$ cat src/rtl/dam_pkg.sv
// Package of the drive alarm manager: register addresses, code tables,
// flash timing and the structs that carry bus requests and link faults.
// Assumes a single 40 MHz core clock shared by every user of the package.
package dam_pkg;

   // ----------------------------------------------------------------------
   // Clock and flash timing
   // ----------------------------------------------------------------------
   localparam int unsigned CLK_HZ      = 40_000_000;
   localparam int unsigned TICK_MS     = 50;
   localparam int unsigned TICK_CYC    = CLK_HZ / 1000 * TICK_MS;
   localparam int unsigned PULSE_MS    = 200;
   localparam int unsigned PAUSE_MS    = 1000;
   localparam int unsigned COMM_PER_MS = 1600;
   localparam logic [4:0]  PULSE_TK      = 5'(PULSE_MS / TICK_MS);
   localparam logic [4:0]  PULSE_PAIR_TK = 5'(2 * PULSE_MS / TICK_MS);
   localparam logic [4:0]  PAUSE_TK      = 5'(PAUSE_MS / TICK_MS);
   localparam logic [5:0]  COMM_PER_TK   = 6'(COMM_PER_MS / TICK_MS);

   // ----------------------------------------------------------------------
   // Register addresses and field values
   // ----------------------------------------------------------------------
   localparam logic [15:0] OBJ_HIST     = 16'h3FFE;
   localparam logic [15:0] OBJ_ERRREG   = 16'h1001;
   localparam logic [15:0] OBJ_ERRCODE  = 16'h603F;
   localparam logic [15:0] OBJ_ALMCLR   = 16'h2057;
   localparam logic [15:0] OBJ_HISTCLR  = 16'h2093;
   localparam logic [15:0] OBJ_CTRLWORD = 16'h6040;
   localparam logic [15:0] OBJ_ALMSTATE = 16'h2F00;
   localparam logic [15:0] SC_CTRL      = 16'h0120;
   localparam logic [15:0] SC_STATUS    = 16'h0134;
   localparam logic [15:0] CLR_VAL      = 16'h0001;
   localparam int unsigned SC_ACK_BIT   = 4;
   localparam int unsigned CW_RESET_BIT = 7;
   localparam logic [7:0]  ERR_COMM     = 8'h10;

   // ----------------------------------------------------------------------
   // Drive fault table, index = fault input bit
   // ----------------------------------------------------------------------
   localparam int unsigned NDRV = 8;
   localparam logic [2:0]  DF_OC = 3'h0;
   localparam logic [15:0] DRV_HIST [NDRV] =
      '{16'h00E0, 16'h00A0, 16'h00A1, 16'h00C0, 16'h01A0, 16'h0240, 16'h01A1, 16'h05F0};
   localparam logic [7:0]  DRV_ERR [NDRV] =
      '{8'h02, 8'h04, 8'h04, 8'h04, 8'h20, 8'h80, 8'h20, 8'h80};
   localparam logic [15:0] DRV_PROF [NDRV] =
      '{16'h2211, 16'h3150, 16'h3151, 16'h3211, 16'h8402, 16'h5530, 16'h8403, 16'h7122};
   localparam logic [3:0]  DRV_FLASH [NDRV] =
      '{4'h1, 4'hC, 4'hC, 4'h2, 4'h5, 4'h8, 4'h3, 4'h7};
   localparam logic [7:0]  DRV_CLEARABLE = 8'h78;

   // ----------------------------------------------------------------------
   // Types
   // ----------------------------------------------------------------------
   typedef enum logic [3:0] {
      PAT_SINGLE  = 4'b0001,
      PAT_DOUBLE  = 4'b0010,
      PAT_BLINK   = 4'b0100,
      PAT_FLICKER = 4'b1000
   } dam_pat_t;

   typedef enum logic [1:0] {
      DS_SWDIS = 2'b01,
      DS_FAULT = 2'b10
   } dam_ds_t;

   typedef struct packed {
      logic        wr;
      logic        rd;
      logic [15:0] addr;
      logic [15:0] wdata;
   } dam_bus_req_t;

   typedef struct packed {
      logic        valid;
      logic [15:0] code;
   } dam_comm_fault_t;

endpackage

$ cat src/rtl/dam_core.sv
// Drive alarm manager: latches drive and link faults, keeps the alarm code
// objects, drives the two red indicator elements and the motor halt.
// Assumes fault pins are asynchronous and the link fault strobe comes from
// logic on core_clk; the register port master never waits.
//
// Contract
// RQ1: Any drive fault halts the motor and flashes its pattern on the power alarm red.
// RQ2: Over current 0x0E0/0x02/0x2211, 1 flash, sticky; over voltage 0x0C0/0x04/0x3211, 2, clearable.
// RQ3: Over velocity 0x1A0/0x20/0x8402, 5 flashes; command limit 0x1A1/0x20/0x8403, 3; clearable.
// RQ4: Memory error 0x240/0x80/0x5530, 8, clearable; motor cable 0x5F0/0x80/0x7122, 7, sticky.
// RQ5: Phase A amplifier failure 0x0A0/0x04/0x3150, 12 flashes, sticky.
// RQ6: Phase B amplifier failure 0x0A1/0x04/0x3151, 12 flashes, sticky.
// RQ7: History alarm code is readable at object 3FFEh.
// RQ8: Present alarm error-register code is readable at object 1001h.
// RQ9: Present alarm profile error code is readable at object 603Fh.
// RQ10: Writing 1 to 2057h clears clearable alarms whose cause has gone.
// RQ11: Writing 1 to 2093h erases the history alarm code.
// RQ12: Control word bit 7 rising moves drive state from Fault to Switch on disabled.
// RQ13: Sticky faults ignore software clears and stay until reset.
// RQ14: The newest alarm overwrites every alarm code object; link faults with no history code leave 3FFEh as it was.
// RQ15: Every link fault sets error register 0x10 and flashes the link fault red.
// RQ16: Sync manager watchdog timeout reports 0x821B, stores 0x001B, double flash.
// RQ17: Clock sync faults 0x871A, 0x8732-0x8734 store their history, single flash.
// RQ18: State transition faults 0xA001-0xA005 store history, blinking pattern.
// RQ19: Boot faults flicker, other setup faults blink; neither stored in history.
// RQ20: Link faults are acknowledged by writing bit 4 of controller register 0x120.
// RQ21: After acknowledge, status code 0x134 reads zero and the link alarm drops.
// RQ22: Flash count patterns are equal pulse bursts then a longer dark pause.
//
// Local design decisions: the strobed register port and the register offsets.

`timescale 1ns/10ps

module dam_core
   import dam_pkg::*;
#(
   parameter int unsigned TICK_CYCLES = TICK_CYC
) (
   input  wire logic            core_clk,
   input  wire logic            nrst,
   input  wire logic            ce,
   input  wire dam_bus_req_t    bus_req,
   output logic [15:0]          rdata,
   input  wire logic [NDRV-1:0] drv_fault_pin,
   input  wire dam_comm_fault_t comm_fault,
   output logic                 motor_halt,
   output logic                 power_alarm_red,
   output logic                 link_fault_red,
   output logic                 drive_in_fault
);

   // ----------------------------------------------------------------------
   // Helpers
   // ----------------------------------------------------------------------

   // Index of the lowest set bit; ties between new faults resolve low first.
   function automatic logic [2:0] first_set(input logic [NDRV-1:0] v);
      logic [2:0] idx;
      idx = 3'h0;
      for (int i = NDRV - 1; i >= 0; i--) begin
         if (v[i]) begin
            idx = 3'(i);
         end
      end
      return idx;
   endfunction

   // History code of a link fault; bit 16 says whether it is stored at all.
   function automatic logic [16:0] comm_hist(input logic [15:0] code);
      case (code)
         16'h821B: comm_hist = {1'b1, 16'h001B};
         16'h821C: comm_hist = {1'b1, 16'h001C};
         16'h871A: comm_hist = {1'b1, 16'h001A};
         16'h8732: comm_hist = {1'b1, 16'h0032};
         16'h8733: comm_hist = {1'b1, 16'h0033};
         16'h8734: comm_hist = {1'b1, 16'h0034};
         16'hA001: comm_hist = {1'b1, 16'h0011};
         16'hA002: comm_hist = {1'b1, 16'h0012};
         16'hA003: comm_hist = {1'b1, 16'h0021};
         16'hA004: comm_hist = {1'b1, 16'h0022};
         16'hA005: comm_hist = {1'b1, 16'h0023};
         default:  comm_hist = {1'b0, 16'h0000};
      endcase
   endfunction

   // Indicator pattern of a link fault.
   function automatic dam_pat_t comm_pat(input logic [15:0] code);
      case (code)
         16'h8213, 16'h8215, 16'h8216, 16'h8217: comm_pat = PAT_FLICKER;
         16'h821B:                               comm_pat = PAT_DOUBLE;
         16'h871A, 16'h872D, 16'h8732,
         16'h8733, 16'h8734:                     comm_pat = PAT_SINGLE;
         default:                                comm_pat = PAT_BLINK;
      endcase
   endfunction

   // ----------------------------------------------------------------------
   // Fault pin synchroniser
   // ----------------------------------------------------------------------
   logic [NDRV-1:0] cause_meta;
   logic [NDRV-1:0] cause;

   // Two flops per pin; only the second is read by the logic.
   always_ff @(posedge core_clk) begin
      if (!nrst) begin
         cause_meta <= '0;
         cause      <= '0;
      end else if (ce) begin
         cause_meta <= drv_fault_pin;
         cause      <= cause_meta;
      end
   end

   // ----------------------------------------------------------------------
   // Register write decode
   // ----------------------------------------------------------------------
   logic        alm_clr_wr;
   logic        hist_clr_wr;
   logic        cw_wr;
   logic        sc_ack_wr;
   logic [15:0] ctrl_word;
   logic        cw_rise;

   // Clear objects act only on the value one; other values are ignored.
   assign alm_clr_wr  = bus_req.wr && bus_req.addr == OBJ_ALMCLR && bus_req.wdata == CLR_VAL;
   assign hist_clr_wr = bus_req.wr && bus_req.addr == OBJ_HISTCLR && bus_req.wdata == CLR_VAL;
   assign cw_wr       = bus_req.wr && bus_req.addr == OBJ_CTRLWORD;
   assign sc_ack_wr   = bus_req.wr && bus_req.addr == SC_CTRL && bus_req.wdata[SC_ACK_BIT]; // RQ20
   assign cw_rise     = cw_wr && bus_req.wdata[CW_RESET_BIT] && !ctrl_word[CW_RESET_BIT];

   // Control word image, kept so a rising bit 7 can be told from a held one.
   always_ff @(posedge core_clk) begin
      if (!nrst) begin
         ctrl_word <= 16'h0000;
      end else if (ce && cw_wr) begin
         ctrl_word <= bus_req.wdata;
      end
   end

   // ----------------------------------------------------------------------
   // Drive fault latches
   // ----------------------------------------------------------------------
   logic [NDRV-1:0] drv_latch;
   logic [NDRV-1:0] next_drv_latch;
   logic [NDRV-1:0] drv_new;
   logic [2:0]      pick;
   logic            any_new;

   assign drv_new = cause & ~drv_latch;
   assign pick    = first_set(drv_new);
   assign any_new = |drv_new;

   // A present cause always sets, so a clear never loses a live fault.
   always_comb begin
      next_drv_latch = drv_latch;
      for (int i = 0; i < NDRV; i++) begin
         if (drv_new[i]) begin
            next_drv_latch[i] = 1'b1;
         end else if (alm_clr_wr && DRV_CLEARABLE[i] && !cause[i]) begin // RQ10 RQ13
            next_drv_latch[i] = 1'b0;
         end
      end
   end

   // Sticky faults only leave through reset, the power cycle of this block.
   always_ff @(posedge core_clk) begin
      if (!nrst) begin
         drv_latch <= '0;
      end else if (ce) begin
         drv_latch <= next_drv_latch; // RQ13
      end
   end

   // ----------------------------------------------------------------------
   // Link fault latch and slave controller status code
   // ----------------------------------------------------------------------
   logic        comm_alarm;
   logic        next_comm_alarm;
   logic        ack_pend;
   logic [15:0] sc_status;
   dam_pat_t    cpat;
   logic [16:0] chist;

   assign chist = comm_hist(comm_fault.code);

   // A fresh fault in the handling cycle outranks the acknowledge.
   always_comb begin
      next_comm_alarm = comm_alarm;
      if (comm_fault.valid) begin
         next_comm_alarm = 1'b1; // RQ15
      end else if (ack_pend) begin
         next_comm_alarm = 1'b0; // RQ21
      end
   end

   // The acknowledge is handled one cycle after the write.
   always_ff @(posedge core_clk) begin
      if (!nrst) begin
         ack_pend   <= 1'b0;
         comm_alarm <= 1'b0;
         sc_status  <= 16'h0000;
         cpat       <= PAT_BLINK;
      end else if (ce) begin
         ack_pend   <= sc_ack_wr; // RQ20
         comm_alarm <= next_comm_alarm;
         if (comm_fault.valid) begin
            sc_status <= comm_fault.code;
            cpat      <= comm_pat(comm_fault.code); // RQ16 RQ17 RQ18 RQ19
         end else if (ack_pend) begin
            sc_status <= 16'h0000; // RQ21
         end
      end
   end

   // ----------------------------------------------------------------------
   // Alarm code objects
   // ----------------------------------------------------------------------
   logic [15:0] hist;
   logic [7:0]  err_reg;
   logic [15:0] err_code;
   logic [3:0]  drv_flash_n;

   // Newest alarm overwrites the present codes; idle clears them.
   always_ff @(posedge core_clk) begin
      if (!nrst) begin
         err_reg     <= 8'h00;
         err_code    <= 16'h0000;
         drv_flash_n <= 4'h1;
      end else if (ce) begin
         if (any_new) begin
            err_reg     <= DRV_ERR[pick];   // RQ2 RQ3 RQ4 RQ5 RQ6 RQ8 RQ14
            err_code    <= DRV_PROF[pick];  // RQ9
            drv_flash_n <= DRV_FLASH[pick];
         end else if (comm_fault.valid) begin
            err_reg  <= ERR_COMM;           // RQ15 RQ14
            err_code <= comm_fault.code;
         end else if (!(|next_drv_latch) && !next_comm_alarm) begin
            err_reg  <= 8'h00;
            err_code <= 16'h0000;
         end
      end
   end

   // History keeps the last stored code; a new one wins over an erase.
   always_ff @(posedge core_clk) begin
      if (!nrst) begin
         hist <= 16'h0000;
      end else if (ce) begin
         if (any_new) begin
            hist <= DRV_HIST[pick]; // RQ7 RQ14
         end else if (comm_fault.valid && chist[16]) begin
            hist <= chist[15:0]; // RQ16 RQ17 RQ18 RQ19
         end else if (hist_clr_wr) begin
            hist <= 16'h0000; // RQ11
         end
      end
   end

   // ----------------------------------------------------------------------
   // Drive state and motor halt
   // ----------------------------------------------------------------------
   dam_ds_t ds;

   // Any new alarm enters Fault; the reset bit edge leaves it.
   always_ff @(posedge core_clk) begin
      if (!nrst) begin
         ds <= DS_SWDIS;
      end else if (ce) begin
         if (any_new || comm_fault.valid) begin
            ds <= DS_FAULT;
         end else begin
            case (ds)
               DS_FAULT: begin
                  if (cw_rise) begin
                     ds <= DS_SWDIS; // RQ12
                  end
               end
               DS_SWDIS: ds <= DS_SWDIS;
               default:  ds <= DS_SWDIS;
            endcase
         end
      end
   end

   // The motor stays halted while any drive fault is latched.
   always_ff @(posedge core_clk) begin
      if (!nrst) begin
         motor_halt     <= 1'b0;
         drive_in_fault <= 1'b0;
      end else if (ce) begin
         motor_halt     <= |next_drv_latch; // RQ1
         drive_in_fault <= ds == DS_FAULT;
      end
   end

   // ----------------------------------------------------------------------
   // Flash tick prescaler
   // ----------------------------------------------------------------------
   logic [20:0] tick_cnt;
   logic        tick;

   assign tick = tick_cnt == 21'(TICK_CYCLES - 1);

   // One tick per flash time step.
   always_ff @(posedge core_clk) begin
      if (!nrst) begin
         tick_cnt <= 21'h000000;
      end else if (ce) begin
         tick_cnt <= tick ? 21'h000000 : tick_cnt + 21'h000001;
      end
   end

   // ----------------------------------------------------------------------
   // Power alarm flash burst
   // ----------------------------------------------------------------------
   logic [4:0] fl_tk;
   logic [3:0] fl_cnt;
   logic       fl_pause;

   // Burst of equal pulses, then a longer dark pause, while latched.
   always_ff @(posedge core_clk) begin
      if (!nrst) begin
         fl_tk    <= 5'h00;
         fl_cnt   <= 4'h0;
         fl_pause <= 1'b0;
      end else if (ce) begin
         if (!(|drv_latch)) begin
            fl_tk    <= 5'h00;
            fl_cnt   <= 4'h0;
            fl_pause <= 1'b0;
         end else if (tick) begin
            if (fl_pause) begin
               if (fl_tk == PAUSE_TK - 5'h01) begin // RQ22
                  fl_tk    <= 5'h00;
                  fl_pause <= 1'b0;
               end else begin
                  fl_tk <= fl_tk + 5'h01;
               end
            end else if (fl_tk == PULSE_PAIR_TK - 5'h01) begin
               fl_tk <= 5'h00;
               if (fl_cnt >= drv_flash_n - 4'h1) begin // RQ22
                  fl_cnt   <= 4'h0;
                  fl_pause <= 1'b1;
               end else begin
                  fl_cnt <= fl_cnt + 4'h1;
               end
            end else begin
               fl_tk <= fl_tk + 5'h01;
            end
         end
      end
   end

   // Lit for the first half of each pulse slot outside the pause.
   always_ff @(posedge core_clk) begin
      if (!nrst) begin
         power_alarm_red <= 1'b0;
      end else if (ce) begin
         power_alarm_red <= (|drv_latch) && !fl_pause && fl_tk < PULSE_TK; // RQ1
      end
   end

   // ----------------------------------------------------------------------
   // Link fault indicator patterns
   // ----------------------------------------------------------------------
   logic [5:0] ph;
   logic       flick;
   logic       pat_on;

   // Free running phase over one pattern period.
   always_ff @(posedge core_clk) begin
      if (!nrst) begin
         ph    <= 6'h00;
         flick <= 1'b0;
      end else if (ce && tick) begin
         ph    <= (ph == COMM_PER_TK - 6'h01) ? 6'h00 : ph + 6'h01;
         flick <= !flick;
      end
   end

   // Pattern shape chosen by the latest link fault.
   always_comb begin
      case (cpat)
         PAT_SINGLE:  pat_on = ph < 6'(PULSE_TK);
         PAT_DOUBLE:  pat_on = ph < 6'(PULSE_TK) ||
                               (ph >= 6'(PULSE_PAIR_TK) && ph < 6'(PULSE_PAIR_TK + PULSE_TK));
         PAT_FLICKER: pat_on = flick;
         PAT_BLINK:   pat_on = ph[2] == 1'b0;
         default:     pat_on = 1'b0;
      endcase
   end

   always_ff @(posedge core_clk) begin
      if (!nrst) begin
         link_fault_red <= 1'b0;
      end else if (ce) begin
         link_fault_red <= comm_alarm && pat_on; // RQ15
      end
   end

   // ----------------------------------------------------------------------
   // Register read port
   // ----------------------------------------------------------------------

   // Read data stand one cycle after the strobe; unmapped reads give zero.
   always_ff @(posedge core_clk) begin
      if (!nrst) begin
         rdata <= 16'h0000;
      end else if (ce) begin
         if (bus_req.rd) begin
            case (bus_req.addr)
               OBJ_HIST:     rdata <= hist;              // RQ7
               OBJ_ERRREG:   rdata <= {8'h00, err_reg};  // RQ8
               OBJ_ERRCODE:  rdata <= err_code;          // RQ9
               OBJ_CTRLWORD: rdata <= ctrl_word;
               SC_STATUS:    rdata <= sc_status;         // RQ21
               OBJ_ALMSTATE: rdata <= {5'h00, ds, comm_alarm, drv_latch};
               default:      rdata <= 16'h0000;
            endcase
         end else begin
            rdata <= 16'h0000;
         end
      end
   end
endmodule

$ cat config.mk
export PLATFORM = sky130hd
export DESIGN_NAME = dam_core
export DESIGN_NICKNAME = d
export VERILOG_FILES = /design/src/rtl/dam_pkg.sv /design/src/rtl/dam_core.sv
export SDC_FILE = /design/constraint.sdc
export NUM_CORES = 1
export LEC_CHECK = 0
export ABC_AREA = 1
export BUFFER_PORTS_ARGS = -buffer_cell sky130_fd_sc_hd__buf_2
export CORE_ASPECT_RATIO = 1.4
export CORE_MARGIN = 2
export CORE_UTILIZATION = 50
export CTS_BUF_LIST = sky130_fd_sc_hd__clkbuf_2
export CTS_CLUSTER_SIZE = 20
export DETAILED_ROUTE_END_ITERATION = 7
export PLACE_DENSITY_LB_ADDON = 0.12
export SYNTH_ARGS = -nofsm -noshare
export SYNTH_HDL_FRONTEND = slang
export SYNTH_SLANG_ARGS = --single-unit
$ cat constraint.sdc
create_clock -name core_clk -period 2.2 [get_ports core_clk]
set_input_delay 0.11 -clock core_clk [delete_from_list [all_inputs] [get_ports core_clk]]
set_output_delay 0.11 -clock core_clk [all_outputs]
set_load 0.03 [all_outputs]
; Yosys cells after proc, flatten, opt, wreduce, memory -nomap -nowiden
; Memories as Yosys holds them, arrays and structs flattened. A register that Yosys moved wholly into a read port is not among the register bits.
; Index checks and enable logic that the tools add are counted.
[op_classes]
addsub = 5
magnitude_cmp = 6
n_eq_ne = 39
reduce_logical = 49
n_bitwise = 4
muxes = 65
[op_table]
columns = cell, n
row1 = equality test 16 bit (second input constant), 16
row2 = two-way mux 16 bit, 13
row3 = case mux 17 bit (11 select lines), 1
row4 = case mux 16 bit (6 select lines), 1
row5 = equality test 16 x 14 -> 1 bit (second input constant), 4
row6 = two-way mux 8 bit, 5
row7 = equality test 16 x 15 -> 1 bit (second input constant), 2
row8 = equality test 16 x 9 -> 1 bit (second input constant), 2
row9 = two-way mux 5 bit, 5
row10 = two-way mux 3 bit, 8
row11 = OR reduction 8 bit, 3
row12 = adder 21 x 1 -> 21 bit (second input constant), 1
row13 = equality test 21 bit (second input constant), 1
row14 = logical AND 1 bit, 21
row15 = two-way mux 21 bit, 1
row16 = two-way mux 1 bit, 20
row17 = two-way mux 4 bit, 5
row18 = equality test 16 x 1 -> 1 bit (second input constant), 1
row19 = equality test 16 x 13 -> 1 bit (second input constant), 1
row20 = AND reduction 2 bit, 7
row21 = case mux 4 bit (3 select lines), 1
row22 = zero test 1 bit, 10
row23 = AND 8 bit, 1
row24 = NOT 8 bit, 1
row25 = 32 further kinds, 37
[word_totals]
ff_bits = 162
mem_bits_ro = 352
memories = 4
input_bits = 62
wordCells = 195
out_inout_bits = 20
[mem_list]
columns = name, words, width, read_ports, rd_clocked_by_memory_dff, write_ports, line
row1 = (name not given), 8, 16, 1, 0, 0, dam_core.sv:250  ; hist <= DRV_HIST[pick];
row2 = (name not given), 8, 16, 1, 0, 0, dam_core.sv:232  ; err_code <= DRV_PROF[pick];
row3 = (name not given), 8, 8, 1, 0, 0, dam_core.sv:231  ; err_reg <= DRV_ERR[pick];
row4 = (name not given), 8, 4, 1, 1, 0, dam_core.sv:233  ; drv_flash_n <= DRV_FLASH[pick];

; Depth between registers and ports, before layout
; Gate-level depths: netlist (run 1).
[logic_depth]
ltp_word = 15
ltp_mapped = 15
ltp_nobuf = 15

; Worst setup path after synthesis (run 1)
; Ideal clock, no wire load.
[synth_timing]
path_kind = register to register
start = register cause[7]
end = register err_code[9]
setup_ns = 0.069
path_stages_with_launch = 11
required_ns = 2.131
arrival_time_ns = 1.988
path_slack_ns = 0.144
n_path_buf = 0
synth_period_minus_slack_ns = 2.056
cell_sequence = dfxtp_1 > inv_1 > o21ai_1 > nand3_1 > a21oi_1 > inv_1 > ha_1 > or2_2 > o31ai_1 > nand3_2 > a21oi_2
[synth_between]
elab_chain_cells = 14
word_cells_on_any_way = 21
classes_between = mux (12) / bitwise (2) / reduce/logical (6) / memory (1)
[synth_rtl]
columns = element, line
row1 = start: declaration, dam_core.sv:101  ; logic [NDRV-1:0] cause;
row2 = start signal: assignment, dam_core.sv:110  ; cause <= cause_meta;
row3 = AND 8 bit *, dam_core.sv:149  ; assign drv_new = cause & ~drv_latch;
row4 = two-way mux 3 bit (8 in series), dam_core.sv:61  ; if (v[i]) begin
row5 = NOT 3 -> 4 bit (implied by the code), dam_core.sv:232
row6 = memory read (8 x 16 bit), --
row7 = two-way mux 16 bit (implied by the code) (2 in series), dam_core.sv:232
row8 = two-way mux 16 bit, dam_core.sv:230  ; if (any_new) begin
row9 = end signal: assignment, dam_core.sv:232
row10 = end signal: assignment, dam_core.sv:236  ; err_code <= comm_fault.code;
row11 = end: declaration, dam_core.sv:220  ; logic [15:0] err_code;
; Every way passes the cells marked *; elsewhere a longest branch is shown, timed or not. The select of a mux whose other input is x is not followed.
; A chain may end at the register's enable or synchronous reset.

; Worst setup path after layout (run 1)
[layout_timing]
start = input port bus_req[22] in the netlist's numbering
end = register ctrl_word[13]
[layout_between]
elab_chain_cells = 3
[layout_rtl]
columns = element, line
row1 = start: declaration, dam_core.sv:42  ; input wire dam_bus_req_t bus_req,
row2 = equality test 16 x 15 -> 1 bit, dam_core.sv:127  ; assign cw_wr = bus_req.wr && bus_req.addr == OBJ_CTRLWORD;
row3 = logical AND 1 bit, dam_core.sv:127
row4 = logical AND 1 bit, dam_core.sv:135  ; end else if (ce && cw_wr) begin
row5 = end signal: assignment, dam_core.sv:136  ; ctrl_word <= bus_req.wdata;
row6 = end: declaration, dam_core.sv:121  ; logic [15:0] ctrl_word;
; No other way between the ends.

==> Implementation_results.wiki, run 1 <==
{| class="wikitable"
! Metric !! Value
|-
| Crit Reg-Reg Endpoint || err_code[0]
|-
| Fraction of the yosys area taken by sequential cells || 0.3803
|-
| Number of iterations in the first detailed-routing pass || 7
|-
| Count of synthesis-stage warnings from yosys || 0
|-
| Number of flip-flops in the largest register || 21
|-
| Final worst setup slack || 85.88 ps
|-
| Most frequent standard cell in the layout excluding fill and tap cells || sky130_fd_sc_hd__nand2_1
|-
| Pin count of the biggest net entering global routing || 60
|-
| Buffer type at the clock tree root || sky130_fd_sc_hd__clkbuf_2
|-
| Timing endpoint of the critical path || ctrl_word[13]
|-
| Share of the core filled with cells || 0.6229
|-
| Sequential standard cell area || 0.003169 mm2
|-
| Vias || 8679
|-
| Status || finished, violations left
|-
| Time the worst path needs with I/O delays and setup || 2114 ps
|-
| Count of nets after finishing || 1443
|-
| Final hold violation count || 0
|-
| GR Overflow Total || 0
|-
| Clock transition at the registers of the reported paths || approximately 210 ps
|-
| CP arrival || 2770 ps
|-
| Post-Layout Inst Area || 0.01012 mm2
|-
| Post-Synthesis Cells || about 1200
|-
| Clk buf depth || 2
|-
| Primary FF master, synth || sky130_fd_sc_hd__dfxtp_1
|-
| Setup TNS Final || 0 ps
|-
| Post-Place Setup Slack || roughly 110 ps
|-
| Number of enable flip-flop cells after synthesis || 0
|-
| Reg2Reg Setup Slack || between 150 and 200 ps
|-
| Die area || 0.01770 mm2
|-
| Total wire length after detailed routing || 25190 um
|-
| PortBufs || 81
|-
| Biggest register || tick_cnt
|-
| Sum of net half-perimeters after detailed placement || 17910 um
|-
| Critical R2R Launch || cause[5]
|-
| Row count || 55
|-
| Worst Reg-to-Reg Cells || 15
|-
| Multi-input logic area || 0.004433 mm2
|-
| Clock sink count || 158
|-
| Core box area || 0.01624 mm2
|-
| Max Slew Vio Count || 0
|-
| CTS buffer count || 17
|-
| Boundary pin count || a little over 80
|-
| Crit share post-route || 0.9610
|-
| Transition time of the tightest slew-check pin || roughly 540 ps
|-
| Kind of critical path || in -> reg
|-
| Origin of the worst setup path || bus_req[22]
|-
| Starting density of the core || 0.5122
|-
| FMAX || 473.0 MHz
|-
| Maximum vdd drop || 454.8 uV
|-
| Layout filler cell count || 1556
|-
| WP data required || 2860 ps
|-
| Violated checks || DRC
|-
| Cell Pwr Density || 596.7 mW/mm2
|-
| Max_slew headroom || 0.6412
|-
| Highest-count cells in the layout ignoring fill and taps || sky130_fd_sc_hd__nand2_1 (224), sky130_fd_sc_hd__dfxtp_1 (153), sky130_fd_sc_hd__nor2_1 (139)
|-
| Total standard cell area after synthesis || 0.008318 mm2
|-
| Synthesized net count || 1279
|-
| Die outline width || 113.0 um
|-
| Global-route wire length before repair || 40330 um
|-
| Global Route Usage Sum || 0.2866
|-
| # DRC || 4
|-
| Worst Hold Depth || 7
|-
| Post-synth ARST share || 0
|-
| Post-synthesis area per instance || 6.926 um2
|-
| Leakage || between 4 and 5 nW
|-
| DIE HEIGHT || 156.6 um
|-
| Clock tree from TritonCTS || built
|-
| Post-route worst hold slack || 21.53 ps
|-
| Maximum fanout along the worst path || 11
|-
| DRC marker count from the first detailed-route iteration || 693
|-
| Post-synth cell types || 53
|-
| Number of global-route vias before repair || about 8000
|-
| Path class of the lowest-slack min-delay path || in -> reg
|-
| Clk_lat worst skew || between 700 and 800 ps
|-
| Maximum Capacitance Violations || 0
|-
| Instance area after placement || approximately 0.009 mm2
|-
| Unrepaired setup endpoints after global routing || yes
|-
| Crit start category || primary input
|-
| Signed area change from the synthesized netlist to the final layout || 21.62%
|-
| Post-detailed-route count of antenna-violating nets || 0
|-
| Worst Clk Skew || roughly 35 ps
|-
| Worst setup EP type || flip-flop
|-
| # setup viols final || 0
|-
| Average vias per placed instance || 5.503
|-
| GP Congestion || 0.9145
|-
| Max H-tree Level || 4
|-
| Share of final-layout standard cells stronger than drive strength 1 || 0.1728
|-
| Total of flip-flops plus latches after synthesis || 158
|-
| Number of antenna violations at the first check in global routing || 1
|-
| Routed wire per std cell || 15.97 um
|}
[Yosys cell counts (6+ instances only)]
cell	instances	area, um2
sky130_fd_sc_hd__nand2_1	226	848.3
sky130_fd_sc_hd__dfxtp_1	158	3163
sky130_fd_sc_hd__nor2_1	145	544.3
sky130_fd_sc_hd__inv_1	133	499.2
sky130_fd_sc_hd__a21oi_1	102	510.5
sky130_fd_sc_hd__nand3_1	70	350.3
sky130_fd_sc_hd__o21ai_0	64	320.3
sky130_fd_sc_hd__nand4_1	30	187.7
sky130_fd_sc_hd__nor3_1	28	140.1
sky130_fd_sc_hd__o21ai_1	28	140.1
sky130_fd_sc_hd__clkbuf_1	27	101.4
sky130_fd_sc_hd__nor4_1	19	118.9
sky130_fd_sc_hd__inv_2	17	63.81
sky130_fd_sc_hd__ha_1	16	200.2
sky130_fd_sc_hd__nor2_2	15	93.84
sky130_fd_sc_hd__o211ai_1	14	105.1
sky130_fd_sc_hd__nand2_2	11	68.82
sky130_fd_sc_hd__a31oi_1	8	50.05
sky130_fd_sc_hd__nand3_2	8	80.08
sky130_fd_sc_hd__a211oi_1	7	52.55
sky130_fd_sc_hd__nor2_4	6	67.56
sky130_fd_sc_hd__xor2_1	6	52.55
[critical path, cell delays in order]
cell and delay [ps]:
sky130_fd_sc_hd__dlygate4sd3_1 540, sky130_fd_sc_hd__buf_2 150, sky130_fd_sc_hd__inv_1 80, sky130_fd_sc_hd__nor2_4 190
sky130_fd_sc_hd__nand3_2 250, sky130_fd_sc_hd__nor4_2 230, sky130_fd_sc_hd__dlygate4sd3_1 610, sky130_fd_sc_hd__nor2_1 50
sky130_fd_sc_hd__dlygate4sd3_1 550
[through the flow]
step | total power, mW | instances
6_report | 6.036 | 1577
5_1_grt | 6.305 | 1577
4_1_cts | 6.017 | 1576
3_5_place_dp | 4.186 | 1467
3_3_place_gp | 4.178 | 1467
2_1_floorplan | 3.854 | 1201
[where the power goes]
group          internal [mW]  switching, mW  leakage, nW
sequential              3.01         0.0845         1.29
combinational          0.441          0.729         2.85
clock                  0.734           1.04        0.160
total                   4.18           1.86         4.30
[worst min-delay path by stage]
stage / endpoint / from / slack (ps)
finish: rdata[8] / bus_req[18] / 20
global route: rdata[8] / bus_req[18] / 40
CTS: rdata[8] / bus_req[18] / 10
detailed placement: cause_meta[6] / drv_fault_pin[6] / 340
global placement: cause_meta[1] / drv_fault_pin[1] / 330
floorplan: cause_meta[0] / drv_fault_pin[0] / 240
[final cells by class]
class / instances / area share
clock buffers: 18 / 0.008905
inverters: 151 / 0.05603
repair buffers: 188 / 0.1416
well taps: 199 / 0.02461
diodes: 1 / 0.0002474
clock inverters: 13 / 0.01707
multi-input cells: 849 / 0.4382
flip-flops and latches: 158 / 0.3133
[per-layer routing]
layer,vias to the layer above,routed length [um],share of wire,global-route usage
met1,4038,9988,0.40,0.3312
met3,61,1167,0.046,0.03486
met4,0,1071,0.043,0.1359
met5,-,0,0,0
met2,275,12960,0.51,0.5215
li1,4305,-,-,-
[timing repair]
action / in CTS / in global routing
resized for setup: 0 / 24
hold buffers: 78 / 0
endpoints found under the hold margin: 144 / 0
setup buffers: 0 / 0
endpoints found under the setup margin: 0 / 22
[kinds of logic (layout without fill, tap and decap cells)]
logic type,count (synthesis),count (layout),synth area share
xor gates and xnor gates,11,11,0.01158
other,0,1,0
adders and majority gates,16,16,0.02407
buffers and inverters,194,370,0.09326
DFF,158,158,0.3803
and+or+nand+nor,576,576,0.3249
AOI/OAI and AO/OA,246,246,0.1659
(Power assumes the default switching activity.)
==> inputs of run 2 (changes only) <==
- REMOVE_ABC_BUFFERS: unset -> 1
==> run 2 against run 1 <==
Compared with the run above:
- the flow still finishes with violations (DRC)
- highest routed layer unchanged
- clock skew fell by 0.52 ps
- utilization up 1.1 points
- routed wire length is essentially flat
- maximum frequency down 2.1%
- largest cell class unchanged
==> Implementation_results.wiki, run 2 (synthesis gave the netlist of run 1 again) <==
{| class="wikitable"
! Metric !! Value
|-
| Clock tree from TritonCTS || built
|-
| Average vias per placed instance || 5.445 (-1.1%)
|-
| Signed area change from the synthesized netlist to the final layout || 23.80%
|-
| Clock transition at the registers of the reported paths || 260 ps (+50 ps)
|-
| DIE HEIGHT || 156.6 um (unchanged)
|-
| Global Route Usage Sum || 0.2851 (-0.001453)
|-
| CTS buffer count || 17 (unchanged)
|-
| Vias || 8691 (+0.14%)
|-
| GP Congestion || 0.9416 (+3.0%)
|-
| Status || finished, violations left
|-
| Total wire length after detailed routing || 25210 um (about the same)
|-
| Max H-tree Level || 4 (unchanged)
|-
| Max Slew Vio Count || 0 (unchanged)
|-
| Maximum vdd drop || 407.7 uV (-10%)
|-
| Sum of net half-perimeters after detailed placement || 17990 um (+0.44%)
|-
| Post-Layout Inst Area || 0.01030 mm2 (+1.8%)
|-
| Path class of the lowest-slack min-delay path || in -> reg
|-
| Layout filler cell count || 1530 (-1.7%)
|-
| Violated checks || DRC
|-
| Transition time of the tightest slew-check pin || 502.8 ps (-35.34 ps)
|-
| Setup TNS Final || 0 ps (unchanged)
|-
| Worst Clk Skew || 34.26 ps (-0.5166 ps)
|-
| Tot Pwr || 6.088 mW (+0.86%)
|-
| PortBufs || 81 (unchanged)
|-
| # setup viols final || 0 (unchanged)
|-
| Global-route wire length before repair || 40070 um (-0.65%)
|-
| CP arrival || 2850 ps (+80 ps)
|-
| Cell Pwr Density || 591.2 mW/mm2 (-0.92%)
|-
| GR Overflow Total || 0 (unchanged)
|-
| Post-Place Setup Slack || 91.75 ps (-21.56 ps)
|-
| Number of antenna violations at the first check in global routing || 1 (unchanged)
|-
| Crit share post-route || 0.9814 (+0.02041)
|-
| Pin count of the biggest net entering global routing || 67 (+12%)
|-
| Number of iterations in the first detailed-routing pass || 8 (+1)
|-
| Boundary pin count || 82 (unchanged)
|-
| Clk buf depth || 2 (unchanged)
|-
| Row count || 55 (unchanged)
|-
| Final hold violation count || 0 (unchanged)
|-
| Maximum Capacitance Violations || 0 (unchanged)
|-
| FMAX || 463.2 MHz (-2.1%)
|-
| Number of flip-flops in the largest register || 21 (unchanged)
|-
| Crit start category || primary input
|-
| Post-detailed-route count of antenna-violating nets || 0 (unchanged)
|-
| Highest-count cells in the layout ignoring fill and taps || sky130_fd_sc_hd__nand2_1 (224), sky130_fd_sc_hd__dfxtp_1 (153), sky130_fd_sc_hd__nor2_1 (144)
|-
| Die area || 0.01770 mm2 (unchanged)
|-
| Final worst setup slack || 40.99 ps (-44.89 ps)
|-
| Maximum fanout along the worst path || 20 (+9)
|-
| DRC marker count from the first detailed-route iteration || 608 (-12%)
|-
| Max_slew headroom || 0.6643 (+0.02307)
|-
| # DRC || 1 (-3)
|-
| Worst setup EP type || flip-flop
|-
| Buffer type at the clock tree root || sky130_fd_sc_hd__clkbuf_2
|-
| Die outline width || 113.0 um (unchanged)
|-
| Share of the core filled with cells || 0.6341 (+0.01117)
|-
| Leakage || 4.427 nW (+2.8%)
|-
| Time the worst path needs with I/O delays and setup || 2159 ps (+44.89 ps)
|-
| Routed wire per std cell || 15.79 um (-1.1%)
|-
| Count of nets after finishing || 1461 (+1.2%)
|-
| Most frequent standard cell in the layout excluding fill and tap cells || sky130_fd_sc_hd__nand2_1
|-
| Kind of critical path || in -> reg
|-
| Clock sink count || 158 (unchanged)
|-
| Share of final-layout standard cells stronger than drive strength 1 || 0.1769 (+0.004095)
|-
| Instance area after placement || 0.009049 mm2 (+0.47%)
|-
| WP data required || 2890 ps (+30 ps)
|-
| Core box area || 0.01624 mm2 (unchanged)
|-
| Number of global-route vias before repair || 8265 (+0.30%)
|-
| Biggest register || tick_cnt
|-
| Unrepaired setup endpoints after global routing || yes
|-
| Clk_lat worst skew || 770 ps (+20 ps)
|-
| Starting density of the core || 0.5122 (unchanged)
|}
## run 2: cell count changes in the layout (fill, tap and decap cells not counted), moves of 2 or more
cell                            change
sky130_fd_sc_hd__clkinv_2           -3
sky130_fd_sc_hd__nor2_4             +2
sky130_fd_sc_hd__clkinvlp_4         +4
sky130_fd_sc_hd__o21ai_1            +2
sky130_fd_sc_hd__dlygate4sd3_1      +6
sky130_fd_sc_hd__inv_6              +3
sky130_fd_sc_hd__inv_1              -3
sky130_fd_sc_hd__buf_4              +8
sky130_fd_sc_hd__nor2_2             -7
sky130_fd_sc_hd__clkinv_1           -2
sky130_fd_sc_hd__clkinv_4           +2
sky130_fd_sc_hd__o21ai_0            -2
sky130_fd_sc_hd__nor2_1             +5
## run 2: cell type report
type	instances	area (um2)	area share
inverters	151	573.1	0.05565
clock buffers	17	85.08	0.008262
well taps	199	249.0	0.02418
multi-input cells	849	4423	0.4295
diodes	1	2.502	0.0002430
repair buffers	206	1609	0.1563
clock inverters	15	186.4	0.01810
flip-flops and latches	158	3169	0.3078
## run 2: per-layer routing
layer	wire, um	global-route usage
met3	1129	0.04957
met1	10180	0.3230
met4	1230	0.1568
met2	12660	0.5050
met5	0	0
## run 2: timing repair
| action | in CTS | in global routing |
|---|---|---|
| buffers inserted | 0 | 7 |
| hold buffers | 85 | 0 |
| hold endpoints to repair | 142 | 0 |
| setup endpoints to repair | 0 | 30 |
| resized for setup | 0 | 28 |
## run 2: final timing paths
path,from,depth (start not counted),slack (ps),to
setup / recovery,ce,9,40,ctrl_word[11]
hold / removal,bus_req[21],11,50,drv_latch[6]
setup reg to reg,drv_latch[6],12,120,err_code[9]
hold reg to reg,err_code[6],2,480,err_code[6]
## run 2: per-stage QoR
stage               cells  hold WS [ps]
floorplan            1158         199.4
global placement     1471         331.5
detailed placement   1471         336.9
CTS                  1588         5.457
global route         1596         21.65
finish               1596         53.40
## run 2: where the power goes
part | total (mW) | internal [mW] | switching (mW)
Combinational | 1.21 | 0.465 | 0.742
Sequential | 3.09 | 3.01 | 0.0868
Clock | 1.79 | 0.650 | 1.14
Total | 6.09 | 4.12 | 1.97
## run 2: critical path, cell delays in order
cell                            delay (ps)
sky130_fd_sc_hd__dlygate4sd3_1         560
sky130_fd_sc_hd__buf_2                 180
sky130_fd_sc_hd__buf_6                 190
sky130_fd_sc_hd__inv_4                 110
sky130_fd_sc_hd__buf_6                 180
sky130_fd_sc_hd__nor4_1                320
sky130_fd_sc_hd__dlygate4sd3_1         590
sky130_fd_sc_hd__nor2_1                 40
sky130_fd_sc_hd__dlygate4sd3_1         550
==> inputs of run 3 (changes only) <==
- ABC_AREA: 1 -> unset
==> run 3 against run 2 <==
Compared with the run above:
- the flow now finishes without violations
- worst hold slack improved by 36 ps
- routed wire length about the same
- clock skew is 0.73 ps higher
- combinational power shrank 7%
- final area is 1.8% higher
- area after synthesis decreased by 6.3%
- setup slack worse by 29 ps
- total power shrank 4.9%
- synthesized cell count is 21% lower
- global-route usage increased by 1.8 points
- highest routed layer unchanged
==> Implementation_results.wiki, run 3 <==
{| class="wikitable"
! Metric !! Value
|-
| Status || completed
|-
| Boundary pin count || 82 (unchanged)
|-
| FMAX || 457.0 MHz (-1.3%)
|-
| Final hold violation count || 0 (unchanged)
|-
| Most repeated cell in the gate-level netlist after synthesis || sky130_fd_sc_hd__dfxtp_1
|-
| Leakage || 4.156 nW (-6.1%)
|-
| Share of the core filled with cells || 0.6807 (+0.04667)
|-
| DIE HEIGHT || 151.7 um (-3.1%)
|-
| Time the worst path needs with I/O delays and setup || 2188 ps (+28.96 ps)
|-
| Busiest layer in global routing || met2
|-
| GR Overflow Total || 0 (unchanged)
|-
| Sum of net half-perimeters after detailed placement || 18010 um (+0.11%)
|-
| Worst setup EP type || flip-flop
|-
| Number of iterations in the first detailed-routing pass || 5 (-3)
|-
| Max_slew headroom || 0.6060 (-0.05827)
|-
| Switching fraction of total power || 0.3078 (-0.01501)
|-
| Core box area || 0.01540 mm2 (-5.1%)
|-
| CTS buffer count || 17 (unchanged)
|-
| Average vias per placed instance || 5.819 (+6.9%)
|-
| Post-Synthesis Cells || 949 (-21%)
|-
| Count of nets after finishing || 1291 (-12%)
|-
| Global routing usage on met1 || 0.3241 (+0.001069)
|-
| GP Congestion || 0.9820 (+4.3%)
|-
| Switching power of the nets || 1.782 mW (-9.3%)
|-
| Kind of critical path || in -> reg
|-
| Leading post-synthesis cells by cell area || sky130_fd_sc_hd__dfxtp_1 (41%), sky130_fd_sc_hd__nor2_1 (5.7%), sky130_fd_sc_hd__nand2_1 (5.1%)
|-
| Number of global-route vias before repair || 7941 (-3.9%)
|-
| Max Slew Vio Count || 0 (unchanged)
|-
| Post-route worst hold slack || 89.27 ps (+35.87 ps)
|-
| Met3 track demand over resource in global routing || 0.05090 (+0.001324)
|-
| Crit-path leading delay family || buffers and inverters
|-
| Clk_lat worst skew || 800 ps (+30 ps)
|-
| Critical R2R Launch || drv_latch[7]
|-
| Global Route Usage Sum || 0.3033 (+0.01821)
|-
| Clk buf depth || 2 (unchanged)
|-
| Post-synth cell types || 70 (+32%)
|-
| Commonest cells post-synth || sky130_fd_sc_hd__dfxtp_1 (158), sky130_fd_sc_hd__nor2_1 (119), sky130_fd_sc_hd__nand2_1 (106)
|-
| Transition time of the tightest slew-check pin || 590.3 ps (+87.45 ps)
|-
| Clock Power Share || 0.278 (-0.015)
|-
| # DRC || 0 (-1)
|-
| Maximum Capacitance Violations || 0 (unchanged)
|-
| Total wire length after detailed routing || 25220 um (about the same)
|-
| Total standard cell area after synthesis || 0.007792 mm2 (-6.3%)
|-
| # setup viols final || 0 (unchanged)
|-
| Global routing met2 resource utilization || 0.5469 (+0.04192)
|-
| Highest-count cells in the layout ignoring fill and taps || sky130_fd_sc_hd__dfxtp_1 (153), sky130_fd_sc_hd__buf_4 (134), sky130_fd_sc_hd__nor2_1 (116)
|-
| Sequential standard cell area || 0.003172 mm2 (about the same)
|-
| Worst Clk Skew || 34.99 ps (+0.7283 ps)
|-
| Die outline width || 109.5 um (-3.1%)
|-
| Origin of the worst setup path || bus_req[11]
|-
| Share of final-layout standard cells stronger than drive strength 1 || 0.2414 (+0.06450)
|-
| Critical path's slowest cell || sky130_fd_sc_hd__dlygate4sd3_1
|-
| Critical Path Max Stage Delay || 550 ps (-40 ps)
|-
| Most frequent standard cell in the layout excluding fill and tap cells || sky130_fd_sc_hd__dfxtp_1
|-
| Multi-input logic area || 0.004453 mm2 (+0.68%)
|-
| Post-synth ARST share || 0 (unchanged)
|-
| Total of flip-flops plus latches after synthesis || 158 (unchanged)
|-
| DRC marker count from the first detailed-route iteration || 653 (+7.4%)
|-
| Maximum fanout along the worst path || 3 (-85%)
|-
| Row count || 54 (-1.8%)
|-
| Number of flip-flops in the largest register || 21 (unchanged)
|-
| Sequential power share || 0.526 (+0.018)
|-
| Vias || 8280 (-4.7%)
|-
| Max H-tree Level || 4 (unchanged)
|-
| Layout filler cell count || 1333 (-13%)
|-
| Hold Startpoint || bus_req[20]
|-
| Global-route wire length before repair || 38890 um (-2.9%)
|-
| Combinational Power Share || 0.195 (-0.003)
|-
| Signed area change from the synthesized netlist to the final layout || 34.57%
|-
| Biggest register || tick_cnt
|-
| Portion of synthesized cell area occupied by the leading cell type || 0.4059 (+0.02564)
|-
| Routed wire per std cell || 17.72 um (+12%)
|-
| Crit share post-route || 0.9945 (+0.01316)
|-
| Cell type with the largest total area after synthesis || sky130_fd_sc_hd__dfxtp_1
|-
| Number of buffers and inverters on the critical path || 5 (-2)
|-
| PortBufs || 81 (unchanged)
|-
| Crit start category || primary input
|-
| Clock tree from TritonCTS || built
|-
| Count of synthesis-stage warnings from yosys || 0 (unchanged)
|-
| Path class of the lowest-slack min-delay path || in -> reg
|-
| Cell Pwr Density || 552.2 mW/mm2 (-6.6%)
|-
| WP data required || 2920 ps (+30 ps)
|-
| Fraction of the yosys area taken by sequential cells || 0.4059 (+0.02564)
|-
| CP arrival || 2900 ps (+50 ps)
|-
| Cell chain of the critical path || dlygate4sd3_1 -> buf_2 -> nor4_2 -> buf_4 -> nand4_1 -> or4_4 -> buf_4 -> dlygate4sd3_1 -> a21oi_1 -> nor2_1
|-
| Pin count of the biggest net entering global routing || 40 (-40%)
|-
| Clock sink count || 158 (unchanged)
|-
| Die area || 0.01661 mm2 (-6.1%)
|-
| Number of enable flip-flop cells after synthesis || 0 (unchanged)
|-
| Internal Dissipation || 4.008 mW (-2.8%)
|-
| Number of antenna violations at the first check in global routing || 1 (unchanged)
|-
| Starting density of the core || 0.5058 (-0.006325)
|-
| Primary FF master, synth || sky130_fd_sc_hd__dfxtp_1
|-
| Clock transition at the registers of the reported paths || 240 ps (-20 ps)
|-
| Buffer type at the clock tree root || sky130_fd_sc_hd__clkbuf_2
|-
| Post-detailed-route count of antenna-violating nets || 0 (unchanged)
|-
| Maximum vdd drop || 443.2 uV (+8.7%)
|-
| Post-synthesis area per instance || 8.211 um2 (+19%)
|}
## run 3: kinds of logic (layout without fill, tap and decap cells)
group,count (synthesis),count (layout),synth area share
adder cells (fa/ha/maj),16,16,0.02569
other,0,1,0
multiplexers,22,22,0.02874
XOR/XNOR,27,27,0.03035
AO/OA/AOI/OAI,236,236,0.2066
buffers and inverters,76,353,0.03773
flip-flops,158,158,0.4059
AND/OR/NAND/NOR,414,414,0.2649
## run 3: tightest hold or removal path, delay by kind of cell
| kind | cells | cell delay, ps |
|---|---|---|
| buffers and inverters | 1 | 120 |
| and+or+nand+nor | 4 | 370 |
| AOI/OAI and AO/OA | 2 | 220 |
## run 3: worst paths after layout
| path | endpoint | slack (ps) | depth (start not counted) |
|---|---|---|---|
| min reg2reg | rdata[7] | 480 | 2 |
| min | ds[1] | 90 | 7 |
| max | motor_halt | 10 | 10 |
| max reg2reg | err_code[8] | 100 | 10 |
## run 3: timing repair
item                                    CTS  global route
endpoints found under the setup margin    4            41
hold endpoints to repair                128             1
hold buffers                             79             2
resized for setup                         2            27
pin swaps                                 0             5
buffers inserted                          0             3
## run 3: power by group through the flow
stage / logic [mW] / registers [mW] / clock network, mW
floorplan: 0.488 / 3.09 / 0
global placement: 0.975 / 3.10 / 0
detailed placement: 0.986 / 3.10 / 0
CTS: 1.08 / 3.05 / 1.63
global route: 1.22 / 3.06 / 1.75
finish: 1.13 / 3.05 / 1.61
## run 3: per-layer routing
layer	part of all wire	vias to the layer above
met4	0.060	0
met5	0	-
met2	0.51	282
met3	0.049	99
li1	-	4020
met1	0.38	3879
## run 3: layout make-up
type,count,area share
clock buffers,18,0.008591
diodes,1,0.0002386
flip-flops and latches,158,0.3025
repair buffers,301,0.2198
multi-input cells,715,0.4247
inverters,20,0.007278
well taps,196,0.02339
clock inverters,14,0.01360
## run 3: through the flow
step	area [um2]	setup TNS [ps]	setup slack (ps)	cells	power (mW)
6_report	10490	0	12.03	1423	5.790
3_5_place_dp	9298	-2808	-161.6	1306	4.087
4_1_cts	10330	0	0.1241	1417	5.758
3_3_place_gp	9298	-2319	-141.6	1306	4.075
5_1_grt	10490	-63.83	-23.92	1423	6.029
2_1_floorplan	7574	-20760	-482.9	893	3.574
